==> src/rtl/ips_regs.svh <==
// Register offsets, field positions, reset values and counts of the interrupt priority block.
`ifndef IPS_REGS_SVH
`define IPS_REGS_SVH
// ----------------------------------------------------------------------------
// Contract
// - Status bits 11:8 read the new CPU priority level, 0 to 11.
// - Status bits 6:0 read the pending vector code; code 0 is vector 8.
// - The largest pending-vector code stands for vector 135.
// - Status bits 15:12 and 7 read zero; all fields reset to zero.
// - With nesting disabled no user interrupt preempts a handler already running; traps still do.
// - Every user source priority resets to level 4.
// - A source reaches the core only while its enable bit is set.
// - Entry never clears a source flag; a flag still set is taken again.
// - Return restores the stacked low status byte and previous CPU level.
// - Trap flags stay set until software clears them and re-enter the handler.
// - CPU level 7 in the low status byte blocks all user interrupts.
// - Trap sources at levels 8 to 11 are masked only by a running trap at an equal or higher level.
// - Timed disable masks levels 1 to 6 for its period; level 7 still interrupts.
// - Several enabled sources may share one non-zero priority and all get served.
// - Priority code 000 disables a source; codes 1 to 7 are levels, 7 highest.
// ----------------------------------------------------------------------------

// ----------------------------------------------------------------------------
// Register offsets
// ----------------------------------------------------------------------------
`define IPS_OFF_STATUS   12'h000
`define IPS_OFF_CTRL1    12'h004
`define IPS_OFF_FLAG     12'h008
`define IPS_OFF_ENABLE   12'h00C
`define IPS_OFF_PRIO     12'h010
`define IPS_OFF_SRL      12'h014
`define IPS_OFF_TIMED_DISABLE_INSTR     12'h018

// ----------------------------------------------------------------------------
// Fields, reset values and counts
// ----------------------------------------------------------------------------
`define IPS_ADDR_W       12
`define IPS_DATA_W       32
`define IPS_ILR_MSB      11
`define IPS_ILR_LSB      8
`define IPS_VEC_MSB      6
`define IPS_NESTING_DISABLE_BIT   15
`define IPS_SRL_LVL_MSB  7
`define IPS_SRL_LVL_LSB  5
`define IPS_SRL_LOW_MSB  4
`define IPS_PRIO_W       3
`define IPS_PRIO_RESET   3'h4
`define IPS_PRIO_OFF     3'h0
`define IPS_USER_TOP     3'h7
`define IPS_TRAP_BASE    4'h8
`define IPS_VEC_BASE     8
`define IPS_TIMED_DISABLE_INSTR_CW      14
`define IPS_NTRAP_MAX    4
`endif

==> src/rtl/ips_pkg.sv <==
// Bus and core carrier types of the interrupt priority block.
package ips_pkg;
    `include "ips_regs.svh"

    typedef struct packed {
        logic                    psel;
        logic                    penable;
        logic                    pwrite;
        logic [`IPS_ADDR_W-1:0]  paddr;
        logic [`IPS_DATA_W-1:0]  pwdata;
    } ips_apb_req_s;

    typedef struct packed {
        logic                    pready;
        logic [`IPS_DATA_W-1:0]  prdata;
        logic                    pslverr;
    } ips_apb_rsp_s;

    typedef struct packed {
        logic                    req;
        logic                    is_trap;
        logic [1:0]              trap_idx;
        logic [`IPS_VEC_MSB:0]   code;
        logic [3:0]              level;
    } ips_core_req_s;

    typedef struct packed {
        logic                    ack;
        logic                    ret;
        logic                    timed_disable_instr;
        logic [`IPS_TIMED_DISABLE_INSTR_CW-1:0] timed_disable_instr_cnt;
    } ips_core_cmd_s;
endpackage

==> src/rtl/ips_arbiter.sv <==
// Priority selection among user sources and trap sources.
`timescale 1ns/1ps
`include "ips_regs.svh"
module ips_arbiter #(
    parameter int NSRC  = 8,
    parameter int NTRAP = 4
) (
    input  wire logic [NSRC-1:0]             src_flag,
    input  wire logic [NSRC-1:0]             src_en,
    input  wire logic [`IPS_PRIO_W*NSRC-1:0] src_prio,
    input  wire logic [NTRAP-1:0]            trap_flag,
    input  wire logic [3:0]                  cpu_lvl,
    input  wire logic                        user_ok,
    input  wire logic                        timed_disable_instr_on,
    output ips_pkg::ips_core_req_s           best
);
    import ips_pkg::*;

    logic [`IPS_PRIO_W-1:0] eff [NSRC];

    // ------------------------------------------------------------------------
    // Effective level per source
    // ------------------------------------------------------------------------
    for (genvar i = 0; i < NSRC; i++)
    begin : g_src
        logic [`IPS_PRIO_W-1:0] p;
        assign p = src_prio[`IPS_PRIO_W*i +: `IPS_PRIO_W];
        assign eff[i] = (src_flag[i] && src_en[i] && (p != `IPS_PRIO_OFF) && user_ok
                         && (!timed_disable_instr_on || p == `IPS_USER_TOP)) ? p : `IPS_PRIO_OFF;
    end

    // ------------------------------------------------------------------------
    // Selection
    // ------------------------------------------------------------------------
    // Strict comparison keeps the lower index on a tie.
    always_comb
    begin
        best = '0;
        best.level = cpu_lvl;
        for (int i = 0; i < NSRC; i++)
        begin
            if ({1'b0, eff[i]} > best.level)
            begin
                best.req = 1'b1;
                best.level = {1'b0, eff[i]};
                best.code = 7'(i);
            end
        end
        for (int t = 0; t < NTRAP; t++)
        begin
            if (trap_flag[t] && (`IPS_TRAP_BASE + 4'(t)) > best.level)
            begin
                best.req = 1'b1;
                best.is_trap = 1'b1;
                best.trap_idx = 2'(t);
                best.level = `IPS_TRAP_BASE + 4'(t);
                best.code = '0;
            end
        end
    end
endmodule

==> src/rtl/ips_disable_timer.sv <==
// Down counter that holds the timed disable window.
`timescale 1ns/1ps
`include "ips_regs.svh"
module ips_disable_timer #(
    parameter int CW = `IPS_TIMED_DISABLE_INSTR_CW
) (
    input  wire logic          pclk,
    input  wire logic          presetn,
    input  wire logic          start,
    input  wire logic [CW-1:0] count,
    output logic               active,
    output logic [CW-1:0]      remaining
);
    import ips_pkg::*;

    typedef struct packed {
        logic [CW-1:0] left;
    } ips_timed_disable_instr_s;

    ips_timed_disable_instr_s st_r;
    ips_timed_disable_instr_s st_nxt;

    // A new start reloads the window with its count, so a back to back disable restarts it.
    always_comb
    begin
        st_nxt = st_r;
        if (start)
        begin
            st_nxt.left = count;
        end
        else if (st_r.left != '0)
        begin
            st_nxt.left = st_r.left - 1'b1;
        end
    end

    always_ff @(posedge pclk or negedge presetn)
    begin
        if (!presetn)
        begin
            st_r <= '0;
        end
        else
        begin
            st_r <= st_nxt;
        end
    end

    assign active = (st_r.left != '0);
    assign remaining = st_r.left;
endmodule

==> src/rtl/ips_top.sv <==
// Interrupt priority controller with status, masking, nesting stack and APB registers.
//
// The address map and the APB slave port are this design's own decisions.
`timescale 1ns/1ps
`include "ips_regs.svh"
module ips_top #(
    parameter int NSRC  = 8,
    parameter int NTRAP = 4,
    parameter int DEPTH = 8
) (
    input  wire logic                   pclk,
    input  wire logic                   presetn,
    input  wire ips_pkg::ips_apb_req_s  apb_req,
    output ips_pkg::ips_apb_rsp_s       apb_rsp,
    input  wire logic [NSRC-1:0]        src_event,
    input  wire logic [NTRAP-1:0]       trap_event,
    input  wire ips_pkg::ips_core_cmd_s core_cmd,
    output ips_pkg::ips_core_req_s      core_req
);
    import ips_pkg::*;

    // ------------------------------------------------------------------------
    // Local sizes and state
    // ------------------------------------------------------------------------
    localparam int DW = $clog2(DEPTH + 1);
    localparam int FW = 4 + `IPS_SRL_LOW_MSB + 1;
    localparam int PW = `IPS_PRIO_W * NSRC;

    typedef struct packed {
        logic [NSRC-1:0]          flag;
        logic [NSRC-1:0]          en;
        logic [PW-1:0]            prio;
        logic                     nesting_disable;
        logic [NTRAP-1:0]         trap;
        logic [3:0]               cpu_lvl;
        logic [`IPS_SRL_LOW_MSB:0] srl_low;
        logic [3:0]               new_cpu_priority_level;
        logic [`IPS_VEC_MSB:0]    vec;
        logic [DW-1:0]            depth;
        logic [FW*DEPTH-1:0]      stack;
        ips_core_req_s            pend;
        logic [`IPS_DATA_W-1:0]   prdata;
        logic                     pslverr;
    } ips_state_s;

    ips_state_s               st_r;
    ips_state_s               st_nxt;
    ips_core_req_s            best;
    logic                     timed_disable_instr_on;
    logic [`IPS_TIMED_DISABLE_INSTR_CW-1:0]  timed_disable_instr_left;
    logic                     user_ok;
    logic                     setup;
    logic                     wr_acc;
    logic                     hit;
    logic                     ack_taken;
    logic                     ret_taken;
    logic                     event_now;
    logic [`IPS_DATA_W-1:0]   rd;
    logic [NSRC-1:0]          flag_clr;
    logic [NTRAP-1:0]         trap_clr;
    logic [FW-1:0]            frame;
    logic [DW-1:0]            top_idx;

    // ------------------------------------------------------------------------
    // Submodules
    // ------------------------------------------------------------------------
    // Nesting is refused only for user sources, so traps stay live.
    assign user_ok = !(st_r.nesting_disable && st_r.depth != '0);

    ips_arbiter #(
        .NSRC  (NSRC),
        .NTRAP (NTRAP)
    ) u_arb (
        .src_flag  (st_r.flag),
        .src_en    (st_r.en),
        .src_prio  (st_r.prio),
        .trap_flag (st_r.trap),
        .cpu_lvl   (st_r.cpu_lvl),
        .user_ok   (user_ok),
        .timed_disable_instr_on   (timed_disable_instr_on),
        .best      (best)
    );

    ips_disable_timer #(
        .CW (`IPS_TIMED_DISABLE_INSTR_CW)
    ) u_timed_disable_instr (
        .pclk      (pclk),
        .presetn   (presetn),
        .start     (core_cmd.timed_disable_instr),
        .count     (core_cmd.timed_disable_instr_cnt),
        .active    (timed_disable_instr_on),
        .remaining (timed_disable_instr_left)
    );

    // ------------------------------------------------------------------------
    // Next state
    // ------------------------------------------------------------------------
    always_comb
    begin
        st_nxt = st_r;
        setup = apb_req.psel && !apb_req.penable;
        wr_acc = apb_req.psel && apb_req.penable && apb_req.pwrite;
        rd = '0;
        hit = 1'b1;
        flag_clr = '0;
        trap_clr = '0;
        ack_taken = core_cmd.ack && st_r.pend.req;
        ret_taken = core_cmd.ret && !ack_taken && (st_r.depth != '0);
        top_idx = DW'(st_r.depth - 1'b1);
        frame = st_r.stack[top_idx*FW +: FW];

        // Read decode; unused bits stay zero.
        case (apb_req.paddr)
            `IPS_OFF_STATUS:
            begin
                rd[`IPS_ILR_MSB:`IPS_ILR_LSB] = st_r.new_cpu_priority_level;
                rd[`IPS_VEC_MSB:0] = st_r.vec;
            end
            `IPS_OFF_CTRL1:
            begin
                rd[`IPS_NESTING_DISABLE_BIT] = st_r.nesting_disable;
                rd[NTRAP-1:0] = st_r.trap;
            end
            `IPS_OFF_FLAG:
            begin
                rd[NSRC-1:0] = st_r.flag;
            end
            `IPS_OFF_ENABLE:
            begin
                rd[NSRC-1:0] = st_r.en;
            end
            `IPS_OFF_PRIO:
            begin
                rd[PW-1:0] = st_r.prio;
            end
            `IPS_OFF_SRL:
            begin
                rd[`IPS_SRL_LVL_MSB:`IPS_SRL_LVL_LSB] = st_r.cpu_lvl[2:0];
                rd[`IPS_SRL_LOW_MSB:0] = st_r.srl_low;
            end
            `IPS_OFF_TIMED_DISABLE_INSTR:
            begin
                rd[`IPS_TIMED_DISABLE_INSTR_CW-1:0] = timed_disable_instr_left;
            end
            default:
            begin
                hit = 1'b0;
            end
        endcase

        // Read data and error are captured in setup so both come from flops.
        if (setup)
        begin
            st_nxt.prdata = rd;
            st_nxt.pslverr = !hit;
        end

        // Writes take effect in the access cycle; pready is always high.
        if (wr_acc)
        begin
            case (apb_req.paddr)
                `IPS_OFF_CTRL1:
                begin
                    st_nxt.nesting_disable = apb_req.pwdata[`IPS_NESTING_DISABLE_BIT];
                    trap_clr = apb_req.pwdata[NTRAP-1:0];
                end
                `IPS_OFF_FLAG:
                begin
                    flag_clr = apb_req.pwdata[NSRC-1:0];
                end
                `IPS_OFF_ENABLE:
                begin
                    st_nxt.en = apb_req.pwdata[NSRC-1:0];
                end
                `IPS_OFF_PRIO:
                begin
                    st_nxt.prio = apb_req.pwdata[PW-1:0];
                end
                `IPS_OFF_SRL:
                begin
                    st_nxt.cpu_lvl[2:0] =
                        apb_req.pwdata[`IPS_SRL_LVL_MSB:`IPS_SRL_LVL_LSB];
                    st_nxt.srl_low = apb_req.pwdata[`IPS_SRL_LOW_MSB:0];
                end
                default:
                begin
                    st_nxt.nesting_disable = st_r.nesting_disable;
                end
            endcase
        end

        // Sticky flags: a new event beats a clear in the same cycle.
        st_nxt.flag = (st_r.flag & ~flag_clr) | src_event;
        st_nxt.trap = (st_r.trap & ~trap_clr) | trap_event;

        // Entry stacks the old level while the stack has room and never touches the flag.
        if (ack_taken)
        begin
            if (st_r.depth < DW'(DEPTH))
            begin
                st_nxt.stack[st_r.depth*FW +: FW] = {st_r.cpu_lvl, st_r.srl_low};
                st_nxt.depth = DW'(st_r.depth + 1'b1);
            end
            st_nxt.cpu_lvl = st_r.pend.level;
            st_nxt.new_cpu_priority_level = st_r.pend.level;
            st_nxt.vec = st_r.pend.code;
        end
        else if (ret_taken)
        begin
            st_nxt.cpu_lvl = frame[FW-1:FW-4];
            st_nxt.srl_low = frame[`IPS_SRL_LOW_MSB:0];
            st_nxt.depth = top_idx;
        end

        // Any register write, entry, return or timed disable start withdraws the offer for one cycle,
        // trading a cycle of latency for never presenting a stale vector.
        event_now = wr_acc || ack_taken || ret_taken || core_cmd.timed_disable_instr;
        st_nxt.pend = best;
        if (event_now)
        begin
            st_nxt.pend.req = 1'b0;
        end
    end

    // ------------------------------------------------------------------------
    // State register
    // ------------------------------------------------------------------------
    always_ff @(posedge pclk or negedge presetn)
    begin
        if (!presetn)
        begin
            st_r <= '0;
            st_r.prio <= {NSRC{`IPS_PRIO_RESET}};
        end
        else
        begin
            st_r <= st_nxt;
        end
    end

    // ------------------------------------------------------------------------
    // Outputs
    // ------------------------------------------------------------------------
    assign apb_rsp.pready = 1'b1;
    assign apb_rsp.prdata = st_r.prdata;
    assign apb_rsp.pslverr = st_r.pslverr;
    assign core_req = st_r.pend;
endmodule

==> config.mk <==
export PLATFORM = sky130hd
export DESIGN_NAME = ips_top
export DESIGN_NICKNAME = d
export VERILOG_FILES = /design/src/rtl/ips_pkg.sv /design/src/rtl/ips_arbiter.sv /design/src/rtl/ips_disable_timer.sv /design/src/rtl/ips_top.sv
export VERILOG_INCLUDE_DIRS = /design/src /design/src/rtl
export SDC_FILE = /design/constraint.sdc
export NUM_CORES = 1
export LEC_CHECK = 0
export ABC_AREA = 1
export BUFFER_PORTS_ARGS = -buffer_cell sky130_fd_sc_hd__buf_2
export CAP_MARGIN = 25
export CORE_MARGIN = 1.5
export CORE_UTILIZATION = 50
export DETAILED_ROUTE_END_ITERATION = 12
export PLACE_DENSITY_LB_ADDON = 0.08
export SLEW_MARGIN = 20
export SYNTH_ARGS = -nofsm -noshare
export SYNTH_HDL_FRONTEND = slang
export SYNTH_SLANG_ARGS = --single-unit
export TNS_END_PERCENT = 5
==> constraint.sdc <==
create_clock -name pclk -period 18.4 [get_ports pclk]
set_input_delay 0.92 -clock pclk [delete_from_list [all_inputs] [get_ports pclk]]
set_output_delay 0.92 -clock pclk [all_outputs]
set_load 0.05 [all_outputs]
* Word level (Yosys, flattened, before mapping)
Index checks and enable logic that the tools add are counted.
** Cells by class
- Muxes and demuxes :: 53
- Equality and inequality tests :: 15
- Add/subtract/negate cells :: 4
- Bitwise logic cells :: 6
- Multiply operators :: 2
- Reduce and logical (&&, ||, !) cells :: 81
- Shift operators :: 3
- Order comparisons :: 13
** Operators with widths (count)
- two-way mux 76 bit :: 1
- bitwise mux 72 bit :: 1
- variable shift 9 x 34 -> 72 bit (first input constant) :: 1
- indexed part select 72 x 9 -> 9 bit :: 1
- indexed part select 9 x 34 -> 72 bit :: 1
- two-way mux 15 bit :: 4
- logical AND 1 bit :: 43
- two-way mux 8 bit :: 5
- == test 12 x 5 -> 1 bit (second input constant) :: 3
- negator 8 -> 34 bit :: 1
- greater-than comparator 3 x 4 -> 1 bit :: 8
- nonzero test 3 bit :: 10
- two-way mux 14 bit :: 2
- two-way mux 7 bit :: 4
- one-hot mux 4 bit (7 select lines) :: 1
- == test 12 x 4 -> 1 bit (second input constant) :: 2
- == test 3 bit (second input constant) :: 8
- two-way mux 3 bit :: 8
- two-way mux 4 bit :: 6
- one-hot mux 3 bit (6 select lines) :: 1
- greater-than comparator 4 bit (first input constant) :: 4
- multiplier 4 x 4 -> 8 bit (second input constant) :: 2
- nonzero test 14 bit :: 1
- subtractor 14 x 1 -> 14 bit (second input constant) :: 1
- other kinds (26) :: 58
** Word-level totals
- Logic and storage cells :: 197
- Bits of input ports :: 78
- Output and inout port bits :: 49
- Register bits :: 195

* Logic depth before layout (Yosys ltp)
Gate-level depths: netlist of the first run.
- Depth after elaboration :: 35
- Depth in mapped cells :: 91
- Depth with buffers taken out :: 88

* Hierarchy
From an unflattened synthesis of the first run, not the netlist that was laid out.
** Unflattened totals
- Cells, all modules :: 1579
- Area total of the unflattened synthesis :: 11711.2 um^2
** By module, submodules not included
- ips_top :: area an instance 8948.6 um^2, instances 1, cells an instance 1137, sequential area each 4539.4 um^2
- ips_arbiter :: area an instance 1815.5 um^2, instances 1, cells an instance 309, sequential area each 0.0 um^2
- ips_disable_timer :: area an instance 947.2 um^2, instances 1, cells an instance 133, sequential area each 350.3 um^2

* Least setup slack after synthesis of the first run
OpenSTA, ideal clock, no wires.
- Kind :: register -> register
- Start :: register st_r[120] (netlist bit)
- End :: register st_r, in the netlist core_req[6]
- Setup time :: 132 ps
- Required time :: 18268 ps
- Path slack :: 8103 ps
- Buffers on the path :: 3
- Period minus slack after synthesis :: 10297 ps
- Stages on the path, launching flop included :: 84
- Arrival :: 10165 ps
- Cell sequence :: dfrtp_1 -> clkbuf_1 -> inv_1 -> clkbuf_1 -> buf_1 -> ha_1 -> nand2_2 -> nor2_4 -> nor2_8 -> nor2_4 -> nand2_1 -> nor2_1 -> ha_1 -> nand3_1 -> nand2_1 -> nor2_1 -> nand4_1 -> nand2_1 -> [... 48 more ...] -> nand3_1 -> and2_1 -> ha_1 -> nand3_1 -> nand2_1 -> nor2_1 -> inv_1 -> o21a_1 -> nand2_1 -> nand2_1 -> nand2_2 -> nand2_4 -> nand3_2 -> nand2_1 -> nand2_2 -> nand2_4 -> nand2_4 -> nor2_2
** RTL lines
- from (decl) :: line ips_top.sv:46 : ips_state_s st_r;
- from (signal assigned) :: line ips_top.sv:237 : st_r <= st_nxt;

==> results.txt, run 1 <==
run status: complete, no violations
drt initial violations: 677
fill cell total of the finished layout: 2039
instance count of the mapped netlist: 1379
initial cell density of the core: 50.86%
Die H: 149 um
maximum buffer depth of the clock tree: 2
aggregate global routing overflow: 0
maximum clock skew at final layout: 17.41 ps
crit share post-route: 65.57%
total wirelength of the detailed-routed design: 31.48 mm
Switching Share: 49.51%
P_sw: 1.060 mW
combinational share of power: 57.6%
standby leakage power: 5.784 nW
Critical-path top delay cell: sky130_fd_sc_hd__buf_4
via count normalized by instance count: 5.459
transition at the pin with the smallest max-transition slack: 962.0 ps
register bit total from synthesis: 187
setup violation total in the final timing report: 0
type of the tightest min-delay check: input pin to asynchronous set/reset pin
largest incremental delay on the critical path: 460 ps
most common cell after layout, fill and taps aside: sky130_fd_sc_hd__nand2_1
non-filler instance count after layout: 1726
source-to-sink clock delay at the later pin of the worst-skew pair: 450 ps
sequential share of power: 24.8%
antenna diode instance count: 0
setup repair after global routing missed its margin: false
total negative slack for setup checks: 0 ps
max-slew violation count: 0
maximum fanout count along the critical path: 49
clock transition at the registers of the reported paths: 80 ps
CTS tree: done
fraction of final layout cells with drive strength greater than 1: 13.09%
internal power: 1.081 mW
# nets final: 1547
horizontal die dimension: 149 um
Top Ports: 127
DRT Pass-1 Iters: 6
HPWL after DPL: 22.92 mm
share of synthesized area occupied by flip-flops and latches: 44.00%
TritonCTS buffer count: 17
endpoint required time on the critical path: 18700 ps
Max-cap violations: 0
Mapped Area: 10660 um^2
antenna violation net count after detailed routing: 0
number of warnings issued by yosys: 0
Port Buf Inserts: 105
final hold violation count: 0
Core Area: 20960 um^2
Worst EP arrival: 12370 ps
Most Frequent Cell on Critical Path: sky130_fd_sc_hd__nand2_1
Avg WL per Cell: 18.24 um
Num Clock Sinks: 187
die footprint: 22200 um^2
f_max: 82.89 MHz
portion of total power attributed to the clock network: 17.6%
hold bufs inserted after CTS: 0
Worst slew margin: 35.63%
largest net degree at the start of global routing: 120
layout-stage area growth over the synthesis result: 10.35%
critical path launch point type: register
global-route wire length before repair: 48.87 mm
power per unit of standard cell area: 182.1 nW/um^2
total routing resource utilization after global routing: 29.19%
cell count after placement: 1693
vias in the first global route: 9008
Post-route DRC: 0
number of rows created at floorplan: 53
H-tree depth: 4
number of buffers added for setup after CTS: 0
Yosys cell types: 51
number of gates resized after cts: 0
CTS root buf: sky130_fd_sc_hd__clkbuf_16
routability cong.: 0.9065
number of vias after detailed routing: 9423
Worst Setup Path Type: register to register
top library cells by usage in the layout, fill and taps aside: 259 x sky130_fd_sc_hd__nand2_1, 180 x sky130_fd_sc_hd__inv_1, 179 x sky130_fd_sc_hd__dfrtp_1, 149 x sky130_fd_sc_hd__nor2_1, 143 x sky130_fd_sc_hd__o21ai_0
post-route minimum period: 12060 ps
number of antenna violations at the first check in global routing: 0
worst supply voltage drop on vdd: 0.2715 mV
Worst setup EP type: register
average instance area after synthesis: 7.729 um^2
## final cells by class
| cell class | instances | area [um^2] | share of cell area [%] |
|---|---|---|---|
| well taps | 275 | 344.1 | 2.926 |
| flip-flops and latches | 187 | 4690 | 39.87 |
| repair buffers | 116 | 636.9 | 5.415 |
| multi-input cells | 928 | 4793 | 40.76 |
| inverters | 188 | 705.7 | 6.000 |
| clock buffers | 18 | 439.2 | 3.734 |
| clock inverters | 14 | 152.6 | 1.298 |
## cell families (layout without fill, tap and decap cells)
kind of cell	Yosys count	in the layout	share of synthesized area, %
other	2	13	0.07047
buffers and inverters	275	336	11.41
DFF	187	187	44.00
AOI/OAI and AO/OA	310	310	16.84
xor gates and xnor gates	13	13	1.068
and+or+nand+nor	561	561	22.97
adders and majority gates	31	31	3.639
## worst max-delay path, delay by kind of cell, from the launching register on
kind                       cells  cell delay, ps
buffers and inverters         15            2040
and+or+nand+nor               44            5320
AOI/OAI and AO/OA             14            1610
DFF                            1             360
adders and majority gates      9            2550
## power groups by stage
stage          clock network [mW]  registers (mW)  logic [mW]
2_1_floorplan                   0           0.522       0.940
3_3_place_gp                    0           0.535        1.19
3_5_place_dp                    0           0.537        1.21
4_1_cts                     0.381           0.530        1.22
5_1_grt                     0.397           0.538        1.39
6_report                    0.377           0.531        1.23
## path summary, 6_finish.rpt
path | slack (ps) | cells after the start | end | start
worst max register to register | 6340 | 82 | core_req[6] | st_r[120]
max in group asynchronous | 16770 | 2 | st_r[148] | presetn
worst max-delay path | 6340 | 82 | core_req[6] | st_r[120]
min in group pclk | 470 | 2 | register | register
worst min-delay path | 410 | 1 | asynchronous set/reset pin | presetn
worst min register to register | 470 | 2 | register | register
## per-stage QoR
| step | power (mW) | area [um^2] | hold slack (ps) | worst slack, ps | util [%] |
|---|---|---|---|---|---|
| final | 2.142 | 11760 | 406.7 | 6335 | 56.13 |
| after global routing | 2.329 | 11760 | 422.4 | 5056 | 56.13 |
| after CTS | 2.131 | 11730 | 471.6 | 6414 | 55.99 |
| after detailed placement | 1.748 | 11140 | 453.7 | 6494 | 53.17 |
| after global placement | 1.723 | 11140 | 451.4 | 6681 | 53.17 |
| after floorplan | 1.462 | 10700 | 436.6 | 8103 | - |
## layer usage
| metal | wire length [um] | vias up | GRT usage (%) | share of wire [%] |
|---|---|---|---|---|
| met4 | 698 | 0 | 9.901 | 2.2 |
| met1 | 13530 | 4501 | 38.01 | 43 |
| met2 | 15520 | 285 | 49.84 | 49 |
| met5 | 0 | - | 0 | 0 |
| li1 | - | 4593 | - | - |
| met3 | 1733 | 44 | 4.159 | 5.5 |
## cells in the mapped netlist, drive strengths merged
master / number / area share (%)
a2111oi: 2 / 0.16
a211oi: 2 / 0.14
a21o: 1 / 0.070
a21oi: 62 / 2.9
a221oi: 5 / 0.41
a22o: 2 / 0.16
a22oi: 1 / 0.070
a311oi: 6 / 0.49
a31oi: 2 / 0.12
a32oi: 1 / 0.082
a41oi: 1 / 0.082
and2: 8 / 0.47
buf: 53 / 3.6
clkbuf: 34 / 1.2
clkinv: 2 / 0.070
conb: 2 / 0.070
dfrtp: 179 / 42
dfstp: 8 / 2.0
ha: 31 / 3.6
inv: 186 / 6.6
nand2: 269 / 9.8
nand3: 73 / 3.5
nand4: 6 / 0.35
nor2: 159 / 6.1
nor3: 37 / 1.9
nor4: 8 / 0.73
o2111ai: 3 / 0.25
o211ai: 10 / 0.70
o21a: 2 / 0.14
o21ai: 153 / 7.2
o21bai: 14 / 0.99
o221ai: 5 / 0.41
o22ai: 20 / 1.2
o311ai: 1 / 0.082
o31ai: 17 / 1.2
or2: 1 / 0.059
xnor2: 2 / 0.16
xor2: 11 / 0.90
(Power assumes the default switching activity.)
==> run 2, diff against run 1 <==
- clock period: 18.4 -> 11.7 ns (I/O delays scaled with it)
==> run 2 against run 1 <==
Against the previous run: routed wire length is 0.92% lower; first-iteration DRC count is 6.1% lower; setup slack worse by 5400 ps; via count is 0.66% lower; critical endpoint unchanged.
==> results.txt, run 2 (synthesized netlist as in run 1, its figures left out) <==
run status: complete, no violations (unchanged)
Worst setup EP type: register (unchanged)
Worst EP arrival: 11050 ps (was 12370 ps)
fraction of final layout cells with drive strength greater than 1: 13.92% (was 13.09%)
setup violation total in the final timing report: 0 (unchanged)
Post-route DRC: 0 (unchanged)
Top Ports: 127 (unchanged)
vias in the first global route: 9017 (was 9008)
antenna diode instance count: 0 (unchanged)
initial cell density of the core: 50.86% (unchanged)
horizontal die dimension: 149 um (unchanged)
Worst slew margin: 28.32% (was 35.63%)
setup repair after global routing missed its margin: false (unchanged)
end of the worst register-to-register path: core_req[6] (unchanged)
# nets final: 1547 (unchanged)
CTS root buf: sky130_fd_sc_hd__clkbuf_16 (unchanged)
routability cong.: 0.9258 (was 0.9065)
layout-stage area growth over the synthesis result: 10.33% (was 10.35%)
type of the tightest min-delay check: input pin to asynchronous set/reset pin (unchanged)
area of the multi-input gates: 4831 um^2 (was 4793 um^2)
non-filler instance count after layout: 1726 (unchanged)
buffering stage count on the worst path with inverters included: 14 (was 15)
aggregate global routing overflow: 0 (unchanged)
final hold violation count: 0 (unchanged)
internal reg-to-reg setup slack: 950 ps (was 6340 ps)
die footprint: 22200 um^2 (unchanged)
Avg WL per Cell: 18.07 um (was 18.24 um)
Final Total Pwr: 3.388 mW (was 2.142 mW)
number of cells on the worst reg-to-reg path: 82 (unchanged)
via count normalized by instance count: 5.424 (was 5.459)
most common cell after layout, fill and taps aside: sky130_fd_sc_hd__nand2_1 (unchanged)
fill cell total of the finished layout: 2074 (was 2039)
post-route minimum period: 10750 ps (was 12060 ps)
clock transition at the registers of the reported paths: 80 ps (about the same)
max-slew violation count: 0 (unchanged)
H-tree depth: 4 (unchanged)
total negative slack for setup checks: 0 ps (unchanged)
transition at the pin with the smallest max-transition slack: 1067 ps (was 962.0 ps)
Core Area: 20960 um^2 (unchanged)
critical path launch point type: register (unchanged)
Num Clock Sinks: 187 (unchanged)
category of cells accounting for the largest share of critical-path delay: simple AND/OR/NAND/NOR gates (unchanged)
maximum fanout count along the critical path: 9 (was 49)
number of rows created at floorplan: 53 (unchanged)
Levels on crit path: 82 (unchanged)
flip-flop and latch area: 4690 um^2 (unchanged)
Worst Setup Path Type: register to register (unchanged)
largest incremental delay on the critical path: 450 ps (was 460 ps)
Die H: 149 um (unchanged)
drt initial violations: 636 (was 677)
maximum clock skew at final layout: 18.06 ps (was 17.41 ps)
DRT Pass-1 Iters: 6 (unchanged)
source-to-sink clock delay at the later pin of the worst-skew pair: 440 ps (was 450 ps)
total routing resource utilization after global routing: 29.13% (was 29.19%)
top library cells by usage in the layout, fill and taps aside: 259 x sky130_fd_sc_hd__nand2_1, 179 x sky130_fd_sc_hd__dfrtp_1, 177 x sky130_fd_sc_hd__inv_1, 144 x sky130_fd_sc_hd__nor2_1, 143 x sky130_fd_sc_hd__o21ai_0 (was 259 x sky130_fd_sc_hd__nand2_1, 180 x sky130_fd_sc_hd__inv_1, 179 x sky130_fd_sc_hd__dfrtp_1, 149 x sky130_fd_sc_hd__nor2_1, 143 x sky130_fd_sc_hd__o21ai_0)
f_max: 93.00 MHz (was 82.89 MHz)
power per unit of standard cell area: 288.1 nW/um^2 (was 182.1 nW/um^2)
hold bufs inserted after CTS: 0 (unchanged)
last element of the critical path: core_req[6] (unchanged)
CP Launch Point: st_r[121] (was st_r[120])
CTS tree: done (unchanged)
maximum buffer depth of the clock tree: 2 (unchanged)
worst supply voltage drop on vdd: 0.5678 mV (was 0.2715 mV)
crit share post-route: 91.90% (was 65.57%)
number of antenna violations at the first check in global routing: 0 (unchanged)
TritonCTS buffer count: 17 (unchanged)
HPWL after DPL: 23.02 mm (was 22.92 mm)
Most Frequent Cell on Critical Path: sky130_fd_sc_hd__nand2_1 (unchanged)
Max-cap violations: 0 (unchanged)
largest net degree at the start of global routing: 112 (was 120)
cell count after placement: 1692 (was 1693)
global-route wire length before repair: 49.09 mm (was 48.87 mm)
standby leakage power: 5.760 nW (was 5.784 nW)
launch point of the worst reg-to-reg path: st_r[121] (was st_r[120])
Critical-path top delay cell: sky130_fd_sc_hd__dfrtp_1 (was sky130_fd_sc_hd__buf_4)
antenna violation net count after detailed routing: 0 (unchanged)
Port Buf Inserts: 105 (unchanged)
endpoint required time on the critical path: 12000 ps (was 18700 ps)
total wirelength of the detailed-routed design: 31.19 mm (was 31.48 mm)
number of vias after detailed routing: 9361 (was 9423)
==> run 2: cell count changes in the layout (fill, tap and decap cells not counted), moves of 2 or more <==
| cell | delta |
|---|---|
| sky130_fd_sc_hd__clkinvlp_4 | +2 |
| sky130_fd_sc_hd__inv_1 | -3 |
| sky130_fd_sc_hd__inv_2 | +3 |
| sky130_fd_sc_hd__nor2_1 | -5 |
| sky130_fd_sc_hd__nor2_2 | +4 |
==> run 2: layout make-up <==
class	count	share of cell area, %
multi-input combinational	928	41.08
clock inverter	14	1.096
clock buffer	18	3.735
inverter	188	6.001
timing repair buffer	116	5.278
sequential	187	39.88
tap	275	2.926
==> run 2: what timing repair did <==
item,in CTS,in global routing
gates resized for setup,0,13
setup endpoints to repair,0,10
setup buffers,0,2
==> run 2: metrics by stage <==
stage | instance area [um^2] | hold slack, ps | setup WS, ps | util [%]
4_1_cts | 11700 | 299.3 | 470.2 | 55.85
2_1_floorplan | 10700 | 289.4 | 1403 | -
5_1_grt | 11760 | 324.0 | 5.191 | 56.11
3_5_place_dp | 11130 | 454.5 | 647.3 | 53.13
6_report | 11760 | 250.6 | 947.4 | 56.11
3_3_place_gp | 11130 | 449.5 | 802.2 | 53.13
==> run 2: worst min path at each step <==
stage | startpoint | end | slack [ps] | cells after the start
2_1_floorplan | presetn | asynchronous set/reset pin | 290 | 0
3_5_place_dp | register | register | 450 | 2
3_3_place_gp | register | register | 450 | 2
5_1_grt | presetn | asynchronous set/reset pin | 320 | 1
6_report | presetn | asynchronous set/reset pin | 250 | 1
4_1_cts | presetn | asynchronous set/reset pin | 300 | 1
==> run 2: metal layers <==
metal | GRT usage (%) | vias to the layer above | share of wire [%]
met5 | 0 | - | 0
met1 | 37.37 | 4442 | 43
li1 | - | 4598 | -
met3 | 5.627 | 44 | 5.3
met2 | 49.72 | 277 | 49
met4 | 8.911 | 0 | 2.4
==> run 2: report_power, final <==
group	total (mW)	switching [mW]	internal [mW]
Sequential	0.835	0.0758	0.759
Combinational	1.98	1.33	0.652
Clock	0.574	0.288	0.286
==> run 3, diff against run 2 <==
- CORE_ASPECT_RATIO: not set -> 0.9
==> run 3 against run 2 <==
Against the previous run: cell count increased by 0.81%; clock skew decreased by 5.9 ps; power increased by 0.39%; fmax increased by 0.61%; critical path type unchanged; largest cell class unchanged.
==> results.txt, run 3 (synthesized netlist as in run 1, its figures left out) <==
maximum fanout count along the critical path: 9 (unchanged)
endpoint required time on the critical path: 12010 ps (was 12000 ps)
Final Total Pwr: 3.402 mW (was 3.388 mW)
most common cell after layout, fill and taps aside: sky130_fd_sc_hd__nand2_1 (unchanged)
total routing resource utilization after global routing: 28.57% (was 29.13%)
Worst slew margin: 38.72% (was 28.32%)
Avg WL per Cell: 17.49 um (was 18.07 um)
clock transition at the registers of the reported paths: 80 ps (about the same)
CTS tree: done (unchanged)
final instance area: 11780 um^2 (was 11760 um^2)
Num Clock Sinks: 187 (unchanged)
drt initial violations: 859 (was 636)
run status: complete, no violations (unchanged)
launch point of the worst reg-to-reg path: st_r[121] (unchanged)
TritonCTS buffer count: 17 (unchanged)
layout-stage area growth over the synthesis result: 10.55% (was 10.33%)
fraction of final layout cells with drive strength greater than 1: 14.31% (was 13.92%)
CTS root buf: sky130_fd_sc_hd__clkbuf_16 (unchanged)
die footprint: 22200 um^2 (about the same)
Worst EP arrival: 11000 ps (was 11050 ps)
maximum clock skew at final layout: 12.18 ps (was 18.06 ps)
CP Launch Point: st_r[121] (unchanged)
Die H: 141.5 um (was 149 um)
crit share post-route: 91.35% (was 91.90%)
hold bufs inserted after CTS: 0 (unchanged)
Top Ports: 127 (unchanged)
setup violation total in the final timing report: 0 (unchanged)
Critical-path top delay cell: sky130_fd_sc_hd__nor4_1 (was sky130_fd_sc_hd__dfrtp_1)
Place WS: 630.5 ps (was 647.3 ps)
Hold WS: 120.4 ps (was 250.6 ps)
critical path launch point type: register (unchanged)
Worst Setup Path Type: register to register (unchanged)
worst setup slack after layout: 1012 ps (was 947.4 ps)
internal reg-to-reg setup slack: 1010 ps (was 950 ps)
H-tree depth: 4 (unchanged)
max-slew violation count: 0 (unchanged)
maximum buffer depth of the clock tree: 2 (unchanged)
number of antenna violations at the first check in global routing: 0 (unchanged)
post-route core utilization: 56.56% (was 56.11%)
Port Buf Inserts: 105 (unchanged)
# nets final: 1550 (was 1547)
HPWL after DPL: 21.99 mm (was 23.02 mm)
number of cells on the worst reg-to-reg path: 75 (was 82)
end of the worst register-to-register path: core_req[14] (was core_req[6])
global-route wire length before repair: 48.31 mm (was 49.09 mm)
initial cell density of the core: 51.16% (was 50.86%)
number of vias after detailed routing: 9458 (was 9361)
Post-route DRC: 0 (unchanged)
total placed instance area: 11160 um^2 (was 11130 um^2)
horizontal die dimension: 156.9 um (was 149 um)
largest incremental delay on the critical path: 490 ps (was 450 ps)
standby leakage power: 5.767 nW (was 5.760 nW)
routability cong.: 0.9231 (was 0.9258)
power per unit of standard cell area: 288.7 nW/um^2 (was 288.1 nW/um^2)
Core Area: 20830 um^2 (was 20960 um^2)
type of the tightest min-delay check: input pin to asynchronous set/reset pin (unchanged)
source-to-sink clock delay at the later pin of the worst-skew pair: 440 ps (about the same)
last element of the critical path: core_req[14] (was core_req[6])
transition at the pin with the smallest max-transition slack: 916.7 ps (was 1067 ps)
top library cells by usage in the layout, fill and taps aside: 256 x sky130_fd_sc_hd__nand2_1, 178 x sky130_fd_sc_hd__dfrtp_1, 177 x sky130_fd_sc_hd__inv_1, 144 x sky130_fd_sc_hd__nor2_1, 143 x sky130_fd_sc_hd__o21ai_0 (was 259 x sky130_fd_sc_hd__nand2_1, 179 x sky130_fd_sc_hd__dfrtp_1, 177 x sky130_fd_sc_hd__inv_1, 144 x sky130_fd_sc_hd__nor2_1, 143 x sky130_fd_sc_hd__o21ai_0)
worst supply voltage drop on vdd: 0.2520 mV (was 0.5678 mV)
final hold violation count: 0 (unchanged)
via count normalized by instance count: 5.436 (was 5.424)
largest net degree at the start of global routing: 71 (was 112)
f_max: 93.57 MHz (was 93.00 MHz)
number of rows created at floorplan: 50 (was 53)
aggregate global routing overflow: 0 (unchanged)
vias in the first global route: 8831 (was 9017)
DRT Pass-1 Iters: 6 (unchanged)
post-route minimum period: 10690 ps (was 10750 ps)
total wirelength of the detailed-routed design: 30.43 mm (was 31.19 mm)
antenna violation net count after detailed routing: 0 (unchanged)
Max-cap violations: 0 (unchanged)
antenna diode instance count: 0 (unchanged)
Worst setup EP type: register (unchanged)
run 3: changes by cell type in the layout (fill, tap and decap cells not counted), sizes merged:
cell  previous run  this run
buf            115       118
run 3: final cells by class:
cell class | count | area [um^2]
fillers | 2005 | 9050
flip-flops and latches | 187 | 4691
repair buffers | 119 | 643.1
multi-input cells | 928 | 4837
clock buffers | 18 | 439.2
clock inverters | 14 | 108.9
well taps | 286 | 357.8
inverters | 188 | 705.7
run 3: worst max-delay path: cells and delay by family, from the launching register on:
kind | cells | cell delay [ps]
AOI/OAI and AO/OA | 17 | 2360
buffers and inverters | 14 | 1140
adders and majority gates | 9 | 2440
DFF | 1 | 450
and+or+nand+nor | 35 | 4170
run 3: worst min path at each step:
stage	startpoint	slack (ps)	endpoint
6_report	presetn	120	asynchronous set/reset pin
5_1_grt	presetn	160	asynchronous set/reset pin
4_1_cts	presetn	140	asynchronous set/reset pin
3_5_place_dp	register	460	register
3_3_place_gp	register	450	register
2_1_floorplan	presetn	290	asynchronous set/reset pin
run 3: what timing repair did:
action,4_1_cts,5_1_grt
resized for setup,0,17
endpoints found under the setup margin,0,10
setup buffers,0,2
run 3: through the flow:
stage / std cells / TNS (ps)
after floorplan: 1390 / 0
after global placement: 1705 / 0
after detailed placement: 1705 / 0
after CTS: 1737 / 0
after global routing: 1740 / -88.84
final: 1740 / 0
run 3: routing by layer:
metal / GRT usage, % / vias to the layer above / share of wire, %
li1: - / 4604 / -
met1: 39.49 / 4485 / 45
met2: 45.25 / 318 / 45
met3: 4.490 / 51 / 6.5
met4: 10.88 / 0 / 3.1
met5: 0 / - / 0
run 3: power by group:
part / switching [mW] / internal (mW) / total [mW] / leakage, nW
registers: 0.0763 / 0.760 / 0.836 / 2.30
clock network: 0.275 / 0.282 / 0.557 / 0.262
logic: 1.35 / 0.660 / 2.01 / 3.21
total: 1.70 / 1.70 / 3.40 / 5.77
